$ cat src/inc/crcwl_regs.svh
/*
  Register offsets, field positions, masks, reset values and FIFO depth counts
  of the CRC width/length/polynomial configuration block.
  Assumes byte addressing on a 32-bit Wishbone bus, one register per word.
*/
`ifndef CRCWL_REGS_SVH
`define CRCWL_REGS_SVH

// ----------------------------------------------------------------
// Offsets
// ----------------------------------------------------------------
`define CRCWL_OFF_WLC 8'h00
`define CRCWL_OFF_PLO 8'h04
`define CRCWL_OFF_PHI 8'h08
`define CRCWL_OFF_CTL 8'h0C
`define CRCWL_OFF_DAT 8'h10
`define CRCWL_OFF_RES 8'h14

// ----------------------------------------------------------------
// Fields
// ----------------------------------------------------------------
`define CRCWL_WIDTH_MSB 12
`define CRCWL_WIDTH_LSB 8
`define CRCWL_LEN_MSB 4
`define CRCWL_LEN_LSB 0
`define CRCWL_CTL_ENABLE 15
`define CRCWL_CTL_CNT_MSB 12
`define CRCWL_CTL_CNT_LSB 8
`define CRCWL_CTL_FULL 7
`define CRCWL_CTL_EMPTY 6
`define CRCWL_CTL_GO 4

// ----------------------------------------------------------------
// Implemented bits and reset values
// ----------------------------------------------------------------
`define CRCWL_WLC_MASK 16'h1F1F
`define CRCWL_PLO_MASK 16'hFFFE
`define CRCWL_PHI_MASK 16'hFFFF
`define CRCWL_WLC_RESET 16'h0000
`define CRCWL_PLO_RESET 16'h0000
`define CRCWL_PHI_RESET 16'h0000

// ----------------------------------------------------------------
// FIFO depth by data width field
// ----------------------------------------------------------------
`define CRCWL_WIDE_LIMIT 5'h0F
`define CRCWL_MID_LIMIT 5'h08
`define CRCWL_DEPTH_WIDE 5'h04
`define CRCWL_DEPTH_MID 5'h08
`define CRCWL_DEPTH_NARROW 5'h10

`endif

$ cat src/inc/crcwl_pkg.sv
/*
  Types of the CRC configuration block.
  Assumes nothing of its surroundings.
*/
package crcwl_pkg;
  typedef enum logic {SHIFT_IDLE, SHIFT_RUN} crcwl_shift_state_type;
endpackage : crcwl_pkg

$ cat src/inc/crcwl_eng_if.sv
/*
  Carrier between the configuration/FIFO block and the serial shifter.
  Assumes both ends run on the same clock.
*/
`timescale 1ns/10ps
interface crcwl_eng_if;
  logic engineEnable;
  logic shifterGo;
  logic [4:0] dataWidthSel;
  logic [4:0] polyLengthSel;
  logic [31:0] polyTerms;
  logic wordValid;
  logic [31:0] wordData;
  logic wordTaken;
  logic busy;
  logic crcClear;
  logic [31:0] crcValue;

  modport control (
    output engineEnable, shifterGo, dataWidthSel, polyLengthSel, polyTerms,
    output wordValid, wordData, crcClear,
    input wordTaken, busy, crcValue
  );
  modport engine (
    input engineEnable, shifterGo, dataWidthSel, polyLengthSel, polyTerms,
    input wordValid, wordData, crcClear,
    output wordTaken, busy, crcValue
  );
endinterface : crcwl_eng_if

$ cat src/hdl/crcwl_config_top.sv
/*
  CRC width, length and polynomial configuration with the input FIFO and
  a Wishbone classic slave; instantiates the serial shifter.
  Assumes a single 200 MHz clock and a Wishbone master with 32-bit data.
*/
// Operation
// RQ1 - The data width field sits in bits 12..8 of the width/length register and a word is field+1 bits wide.
// RQ2 - The polynomial length field sits in bits 4..0 of that register and the polynomial is field+1 long.
// RQ3 - Bits 15..13 and 7..5 of the width/length register are unimplemented and read zero.
// RQ4 - Bits 15..1 of the low polynomial register enable the feedback term of the same exponent.
// RQ5 - Bit 0 of the low polynomial register does not exist and reads zero; the constant term needs no enable.
// RQ6 - Bits 15..0 of the high polynomial register enable terms 31..16.
// RQ7 - All implemented configuration bits are read/write and clear to zero on reset.
// RQ8 - The constant term and the top term implied by the length are always applied.
// RQ9 - FIFO depth is four words for width field above 15, eight for 8..15, sixteen below 8.
// RQ10 - When started with words queued, the shifter does two bits a cycle until the FIFO is empty.
// RQ11 - Writes to unimplemented bit positions change nothing.
`timescale 1ns/10ps
`include "crcwl_regs.svh"
module crcwl_config_top (
  // Clock and reset
  input wire logic mclk,
  input wire logic reset,
  // Wishbone classic slave
  input wire logic wb_cyc_i,
  input wire logic wb_stb_i,
  input wire logic wb_we_i,
  input wire logic [7:0] wb_adr_i,
  input wire logic [3:0] wb_sel_i,
  input wire logic [31:0] wb_dat_i,
  output logic [31:0] wb_dat_o,
  output logic wb_ack_o,
  // Engine status
  output logic crcBusy
);

  crcwl_eng_if eng ();

  logic [15:0] widthLenCtrl_reg;
  logic [15:0] polyLow_reg;
  logic [15:0] polyHigh_reg;
  logic engineEnable_reg;
  logic shifterGo_reg;
  logic [31:0] fifoMem [0:15];
  logic [3:0] wrPtr_reg;
  logic [3:0] rdPtr_reg;
  logic [4:0] count_reg;
  logic [4:0] fifoDepth;
  logic fifoFull;
  logic fifoEmpty;
  logic access;
  logic writeEn;
  logic push;
  logic pop;
  logic [31:0] readValue;

  // Byte-lane merge; bits outside the mask never store
  function automatic logic [15:0] mergeLanes(input logic [15:0] old, input logic [15:0] wdat,
                                            input logic [1:0] sel, input logic [15:0] mask);
    logic [15:0] laneMask;
    laneMask = {{8{sel[1]}}, {8{sel[0]}}};
    mergeLanes = ((old & ~laneMask) | (wdat & laneMask)) & mask;
  endfunction : mergeLanes

  // Depth chosen by the data width field
  function automatic logic [4:0] depthFor(input logic [4:0] widthSel);
    if (widthSel > `CRCWL_WIDE_LIMIT) begin
      depthFor = `CRCWL_DEPTH_WIDE;
    end else if (widthSel >= `CRCWL_MID_LIMIT) begin
      depthFor = `CRCWL_DEPTH_MID;
    end else begin
      depthFor = `CRCWL_DEPTH_NARROW;
    end
  endfunction : depthFor

  // ----------------------------------------------------------------
  // Bus decode
  // ----------------------------------------------------------------
  // Answer one cycle after the request; the gap also lets the master drop stb
  assign access = wb_cyc_i && wb_stb_i && !wb_ack_o;
  assign writeEn = access && wb_we_i;

  always_ff @(posedge mclk or posedge reset) begin
    if (reset) begin
      wb_ack_o <= 1'b0;
    end else begin
      wb_ack_o <= access;
    end
  end

  always_comb begin
    readValue = 32'h00000000;
    case (wb_adr_i)
      `CRCWL_OFF_WLC: readValue = {16'h0000, widthLenCtrl_reg & `CRCWL_WLC_MASK}; // RQ3
      `CRCWL_OFF_PLO: readValue = {16'h0000, polyLow_reg & `CRCWL_PLO_MASK}; // RQ5
      `CRCWL_OFF_PHI: readValue = {16'h0000, polyHigh_reg};
      `CRCWL_OFF_CTL: begin
        readValue[`CRCWL_CTL_ENABLE] = engineEnable_reg;
        readValue[`CRCWL_CTL_CNT_MSB:`CRCWL_CTL_CNT_LSB] = count_reg;
        readValue[`CRCWL_CTL_FULL] = fifoFull;
        readValue[`CRCWL_CTL_EMPTY] = fifoEmpty;
        readValue[`CRCWL_CTL_GO] = shifterGo_reg;
      end
      `CRCWL_OFF_RES: readValue = eng.crcValue;
      default: readValue = 32'h00000000;
    endcase
  end

  always_ff @(posedge mclk or posedge reset) begin
    if (reset) begin
      wb_dat_o <= 32'h00000000;
    end else if (access && !wb_we_i) begin
      wb_dat_o <= readValue;
    end
  end

  // ----------------------------------------------------------------
  // Configuration registers
  // ----------------------------------------------------------------
  always_ff @(posedge mclk or posedge reset) begin
    if (reset) begin
      widthLenCtrl_reg <= `CRCWL_WLC_RESET; // RQ7
      polyLow_reg <= `CRCWL_PLO_RESET;
      polyHigh_reg <= `CRCWL_PHI_RESET;
    end else if (writeEn) begin
      case (wb_adr_i)
        `CRCWL_OFF_WLC: widthLenCtrl_reg <= mergeLanes(widthLenCtrl_reg, wb_dat_i[15:0], wb_sel_i[1:0],
                                                       `CRCWL_WLC_MASK); // RQ11
        `CRCWL_OFF_PLO: polyLow_reg <= mergeLanes(polyLow_reg, wb_dat_i[15:0], wb_sel_i[1:0],
                                                  `CRCWL_PLO_MASK); // RQ11
        `CRCWL_OFF_PHI: polyHigh_reg <= mergeLanes(polyHigh_reg, wb_dat_i[15:0], wb_sel_i[1:0],
                                                   `CRCWL_PHI_MASK);
        default: begin
        end
      endcase
    end
  end

  assign eng.dataWidthSel = widthLenCtrl_reg[`CRCWL_WIDTH_MSB:`CRCWL_WIDTH_LSB]; // RQ1
  assign eng.polyLengthSel = widthLenCtrl_reg[`CRCWL_LEN_MSB:`CRCWL_LEN_LSB]; // RQ2
  assign eng.polyTerms = {polyHigh_reg, polyLow_reg[15:1], 1'b0}; // RQ4 RQ6

  // ----------------------------------------------------------------
  // Enable and start control
  // ----------------------------------------------------------------
  always_ff @(posedge mclk or posedge reset) begin
    if (reset) begin
      engineEnable_reg <= 1'b0;
    end else if (writeEn && wb_adr_i == `CRCWL_OFF_CTL && wb_sel_i[1]) begin
      engineEnable_reg <= wb_dat_i[`CRCWL_CTL_ENABLE];
    end
  end

  // A software write in the same cycle as the hardware stop wins
  always_ff @(posedge mclk or posedge reset) begin
    if (reset) begin
      shifterGo_reg <= 1'b0;
    end else if (writeEn && wb_adr_i == `CRCWL_OFF_CTL && wb_sel_i[0]) begin
      shifterGo_reg <= wb_dat_i[`CRCWL_CTL_GO];
    end else if (!engineEnable_reg || (fifoEmpty && !eng.busy && !push)) begin
      shifterGo_reg <= 1'b0; // RQ10
    end
  end

  assign eng.engineEnable = engineEnable_reg;
  assign eng.shifterGo = shifterGo_reg;
  assign eng.crcClear = writeEn && wb_adr_i == `CRCWL_OFF_RES;
  assign crcBusy = eng.busy;

  // ----------------------------------------------------------------
  // Input FIFO
  // ----------------------------------------------------------------
  assign fifoDepth = depthFor(eng.dataWidthSel); // RQ9
  assign fifoFull = count_reg >= fifoDepth; // RQ9
  assign fifoEmpty = count_reg == 5'h00;
  // Writes into a full FIFO are dropped; software polls the full flag
  assign push = writeEn && wb_adr_i == `CRCWL_OFF_DAT && engineEnable_reg && !fifoFull;
  assign pop = eng.wordTaken;
  assign eng.wordValid = !fifoEmpty; // RQ10
  assign eng.wordData = fifoMem[rdPtr_reg];

  always_ff @(posedge mclk) begin
    if (push) begin
      fifoMem[wrPtr_reg] <= wb_dat_i;
    end
  end

  always_ff @(posedge mclk or posedge reset) begin
    if (reset) begin
      wrPtr_reg <= 4'h0;
      rdPtr_reg <= 4'h0;
      count_reg <= 5'h00;
    end else if (!engineEnable_reg) begin
      wrPtr_reg <= 4'h0;
      rdPtr_reg <= 4'h0;
      count_reg <= 5'h00;
    end else begin
      if (push) begin
        wrPtr_reg <= wrPtr_reg + 4'h1;
      end
      if (pop) begin
        rdPtr_reg <= rdPtr_reg + 4'h1;
      end
      if (push && !pop) begin
        count_reg <= count_reg + 5'h01;
      end else if (pop && !push) begin
        count_reg <= count_reg - 5'h01;
      end
    end
  end

  // ----------------------------------------------------------------
  // Shifter
  // ----------------------------------------------------------------
  crcwl_shifter shifter (
    .mclk(mclk),
    .reset(reset),
    .eng(eng.engine)
  );
endmodule : crcwl_config_top

$ cat src/hdl/crcwl_shifter.sv
/*
  Serial CRC shifter: takes one word from the FIFO and shifts it, MSb first,
  two bits per cycle through a Galois register of programmable length.
  Assumes the configuration stays stable while a word is shifted.
*/
`timescale 1ns/10ps
module crcwl_shifter (
  // Clock and reset
  input wire logic mclk,
  input wire logic reset,
  // Link to the configuration block
  crcwl_eng_if.engine eng
);

  crcwl_pkg::crcwl_shift_state_type state_reg;
  logic [31:0] shiftWord_reg;
  logic [5:0] remain_reg;
  logic [31:0] crc_reg;
  logic [31:0] polyFull;
  logic [31:0] crcOne;
  logic [31:0] crcTwo;
  logic take;

  // One bit step; the top term X^N is the feedback tap itself
  function automatic logic [31:0] crcStep(input logic [31:0] crc, input logic din,
                                          input logic [31:0] poly, input logic [4:0] top);
    logic [31:0] mask;
    logic [31:0] nxt;
    mask = 32'hFFFFFFFF >> (5'h1F - top);
    nxt = {crc[30:0], 1'b0};
    if (crc[top] ^ din) begin
      nxt = nxt ^ poly;
    end
    crcStep = nxt & mask;
  endfunction : crcStep

  assign polyFull = {eng.polyTerms[31:1], 1'b1}; // RQ8
  assign take = (state_reg == crcwl_pkg::SHIFT_IDLE) && eng.engineEnable && eng.shifterGo && eng.wordValid;
  assign eng.wordTaken = take;
  assign eng.busy = (state_reg == crcwl_pkg::SHIFT_RUN);
  assign eng.crcValue = crc_reg;
  assign crcOne = crcStep(crc_reg, shiftWord_reg[31], polyFull, eng.polyLengthSel); // RQ2
  assign crcTwo = (remain_reg >= 6'h02) ? crcStep(crcOne, shiftWord_reg[30], polyFull, eng.polyLengthSel) : crcOne;

  // ----------------------------------------------------------------
  // Sequencing
  // ----------------------------------------------------------------
  always_ff @(posedge mclk or posedge reset) begin
    if (reset) begin
      state_reg <= crcwl_pkg::SHIFT_IDLE;
      remain_reg <= 6'h00;
      shiftWord_reg <= 32'h00000000;
    end else if (!eng.engineEnable) begin
      state_reg <= crcwl_pkg::SHIFT_IDLE;
      remain_reg <= 6'h00;
    end else begin
      case (state_reg)
        crcwl_pkg::SHIFT_IDLE: begin
          if (take) begin
            state_reg <= crcwl_pkg::SHIFT_RUN;
            remain_reg <= {1'b0, eng.dataWidthSel} + 6'h01; // RQ1
            shiftWord_reg <= eng.wordData << (5'h1F - eng.dataWidthSel);
          end
        end
        crcwl_pkg::SHIFT_RUN: begin
          shiftWord_reg <= {shiftWord_reg[29:0], 2'b00}; // RQ10
          if (remain_reg <= 6'h02) begin
            remain_reg <= 6'h00;
            state_reg <= crcwl_pkg::SHIFT_IDLE;
          end else begin
            remain_reg <= remain_reg - 6'h02;
          end
        end
        default: begin
          state_reg <= crcwl_pkg::SHIFT_IDLE;
        end
      endcase
    end
  end

  // ----------------------------------------------------------------
  // CRC result
  // ----------------------------------------------------------------
  always_ff @(posedge mclk or posedge reset) begin
    if (reset) begin
      crc_reg <= 32'h00000000;
    end else if (!eng.engineEnable || eng.crcClear) begin
      crc_reg <= 32'h00000000;
    end else if (state_reg == crcwl_pkg::SHIFT_RUN) begin
      crc_reg <= crcTwo; // RQ10
    end
  end

  // ----------------------------------------------------------------
  // Checks
  // ----------------------------------------------------------------
  logic [5:0] busyCnt_reg;
  logic [5:0] wantCnt_reg;
  always_ff @(posedge mclk or posedge reset) begin
    if (reset) begin
      busyCnt_reg <= 6'h00;
      wantCnt_reg <= 6'h00;
    end else if (take) begin
      busyCnt_reg <= 6'h00;
      wantCnt_reg <= ({1'b0, eng.dataWidthSel} + 6'h02) >> 1;
    end else if (eng.busy) begin
      busyCnt_reg <= busyCnt_reg + 6'h01;
    end
  end
endmodule : crcwl_shifter

$ cat config.mk
export PLATFORM = sky130hd
export DESIGN_NAME = crcwl_config_top
export DESIGN_NICKNAME = d
export VERILOG_FILES = /design/src/inc/crcwl_pkg.sv /design/src/inc/crcwl_eng_if.sv /design/src/hdl/crcwl_config_top.sv /design/src/hdl/crcwl_shifter.sv
export VERILOG_INCLUDE_DIRS = /design/src /design/src/inc
export SDC_FILE = /design/constraint.sdc
export NUM_CORES = 1
export LEC_CHECK = 0
export CORE_ASPECT_RATIO = 0.75
export CORE_UTILIZATION = 50
export DETAILED_ROUTE_END_ITERATION = 6
export DONT_BUFFER_PORTS = 1
export PLACE_DENSITY = 0.66
export SYNTH_ARGS = -nofsm -noshare
export SYNTH_HDL_FRONTEND = slang
export SYNTH_SLANG_ARGS = --single-unit
$ cat constraint.sdc
create_clock -name mclk -period 5.9 [get_ports mclk]
set_input_delay 0.885 -clock mclk [delete_from_list [all_inputs] [get_ports mclk]]
set_output_delay 0.885 -clock mclk [all_outputs]
set_load 0.05 [all_outputs]
==> summary.txt <==
status: finished, final reports clean
Post-Synth XOR/XNOR Area: 1.479%
first-pass GRT wire length: 125700 microns
Critical Setup Path Class: flop to flop
pre-CTS WS: 512.8 ps
share of synthesized registers carrying an async set or reset: 23.81%
busiest grt layer: met1
largest net degree at the start of global routing: 70
Initial Util: 50.55%
CTS Buf Count: 68
HP Class: input port to asynchronous set/reset pin
post-synth net total: 2313
Fin. Hold Viols: 0
post_cts resized: 0
max incr delay on CP: 1020 ps
hold_buf cts: 0
Worst EP required: 6400 ps
clock transition at the registers of the reported paths: 60 ps
Crit path depth: 14
CTS sink count: 672
most frequent cells in the layout: edfxtp_1, nand2_1, mux4_2, dfrtp_1, o21ai_0
GRT overflow: 0
post-DR wirelength/cell: 27.43 microns
final WL: 84850 microns
Fmax: 177.4 MHz
prevailing post-synth register cell: edfxtp_1
Crit Reg-Reg Endpoint: shifter.eng.crcValue[14]
setup TNS: 0 ps
CP max FO: 43
postcts setup bufs: 0
Setup violations, final: 0
fin crit period: 5637 ps
Worst-Margin Slew: 1170 ps
share of cells above drive strength 1: 18.97%
Antenna Nets Post-Route: 0
M3 GR Usage: 8.922%
Final HPWL DP: 53610 microns
CTS Root Cell: clkbuf_16
Die Wd: 291.3 microns
Worst Skew: 21.63 ps
GRT met2 Usage: 38.07%
Cell Area, Synth: 31380 sq um
DRT Pass-1 Iters: 6
NumNets Final: 2296
crit share post-route: 95.55%
compound-cell area share of the yosys netlist: 7.720%
I/O pin cnt: 83
setup ws final: 262.6 ps
die area: 63770 sq um
Final Total Pwr: 9386 uW
main combinational cell family by area after synthesis: multiplexers
Yosys Warn Count: 0
worst path bufs/invs: 1
leak pwr: 0.01149 uW
post-synthesis mux area share: 16.19%
max reg flops: 512
most common cell after layout, fill and taps aside: edfxtp_1
Cells after Synth: 2247
initial antenna violation count: 2
CTS tree: yes
Slowest-stage cell, CP: dfrtp_2
Post-Synth Simple-Gate Area: 9.749%
GRT met1 Usage: 40.23%
placed instance count: 2970
Top reg by flops: fifoMem
1st-iter DRT viols: 2356
crit-path cells: mux2i_1, a22oi_1, nand3_1, nand4_1, a211oi_1, nor2_1, a31o_1, o311ai_0, o211ai_1, o211ai_4, buf_4, nand2_1, xor2_1, o31ai_2
Buffers on Ports: 0
core area: 62070 sq um
H-tree depth: 3
vias in the first global route: 19310
VDD IR max: 0.2339 mV
Clock Path Buffers: 3
RSZ-0062 raised after global routing: false
Power Dens Cells: 271.2 nW/um^2
endpoint type of the worst setup path: flop
total number of vias: 19920
drt via density: 6.439
cells on worst reg2reg path: 14
Seq/Total Area, Yosys: 61.76%
worst setup path endpoint: shifter.eng.crcValue[14]
fillers: 4885
Yosys cell types: 79
Seq cells post-synth: 672
chip height: 219.0 microns
slew margin rel.: 21.84%
gr usage total: 26.92%
clk_lat worst skew: 620 ps
Crit path max-delay family: compound AO/OA/AOI/OAI gates
final cell count without fillers: 3093
CP Data Arrival Time: 6140 ps
post-synth top area cell: edfxtp_1
# DRC: 0
GPL Wtd Cong: 0.9623
Pins Over Slew Limit: 0
max_cap viols: 0
Reg2Reg Setup Slack: 260 ps
EDFF count, synth: 512
Synth Area in Adders: 0.7018%
P&R area growth vs syn: 10.28%
Setup crit start kind: flop
row count: 79
area share of the leading cell type in the synthesized netlist: 49.00%
synth top area cells: edfxtp_1, dfrtp_1, mux4_2, nand2_1, mux2i_1
average size of a mapped cell: 13.96 sq um
cell families (layout without fill, tap and decap cells):
group	after synthesis	in the layout
AOI/OAI and AO/OA	359	359
adders and majority gates	17	17
DFF	672	672
xor gates and xnor gates	53	53
and+or+nand+nor	666	666
other	0	1
buffers and inverters	180	215
muxes	300	300
power breakdown:
part | total, uW | switching [uW] | internal (uW)
Sequential | 5110 | 8.08 | 5100
Combinational | 76.9 | 57.8 | 19.1
Clock | 4200 | 1850 | 2360
Total | 9390 | 1910 | 7470
Yosys cell counts, types with 4 or more instances:
cell,instances
a221oi_1,8
a21oi_1,63
or3_1,6
nand2_1,309
edfxtp_1,512
and3_1,19
nand4_1,9
or2_2,5
dfrtp_1,160
buf_1,35
buf_2,11
o211ai_1,9
o21ai_1,4
mux2i_1,92
nand2b_1,38
clkbuf_1,105
and2_1,13
nor3_1,28
a211oi_1,17
mux2_2,46
ha_1,16
a31oi_1,20
nor4_1,16
nor4b_1,4
nor2b_1,15
nand3_1,58
o21ai_0,106
a21boi_0,7
o31ai_1,15
xor2_1,25
nor3b_1,9
inv_1,21
o221ai_1,7
o31ai_2,7
buf_6,6
nand3b_1,10
xnor2_1,28
nor2_1,118
mux4_2,161
a222oi_1,11
a22oi_1,35
layout make-up:
| class | instances | area, sq um | area share (%) |
|---|---|---|---|
| Multi-Input combinational cell | 1395 | 11410 | 32.98 |
| Clock buffer | 79 | 1743 | 5.037 |
| Sequential cell | 672 | 19390 | 56.05 |
| Inverter | 21 | 83.83 | 0.2422 |
| Antenna cell | 1 | 2.502 | 0.007231 |
| Clock inverter | 43 | 376.6 | 1.088 |
| Tap cell | 810 | 1013 | 2.929 |
| Timing Repair Buffer | 72 | 578.1 | 1.670 |
worst min path at each step:
stage,slack (ps),end,startpoint
after floorplan,440,shifter.shiftWord_reg[0],shifter.shiftWord_reg[0]
after global routing,280,wb_dat_o[16],reset
after CTS,250,wb_dat_o[17],reset
final,240,wb_dat_o[18],reset
after global placement,460,shifter.shiftWord_reg[1],shifter.shiftWord_reg[1]
after detailed placement,460,shifter.shiftWord_reg[0],shifter.shiftWord_reg[0]
through the flow:
stage | instance area [sq um] | utilization [%] | hold slack [ps]
after floorplan | 31400 | - | 441.8
after global placement | 32480 | 52.33 | 458.1
after detailed placement | 32480 | 52.33 | 462.5
after CTS | 34600 | 55.74 | 251.1
after global routing | 34600 | 55.74 | 278.7
final | 34610 | 55.75 | 243.9
routing by layer:
layer	up-vias	part of all wire [%]
met2	926	43
li1	8602	-
met1	10270	44
met3	121	11
met5	-	0
met4	0	2.0
Power figures use the tool's default switching activity.
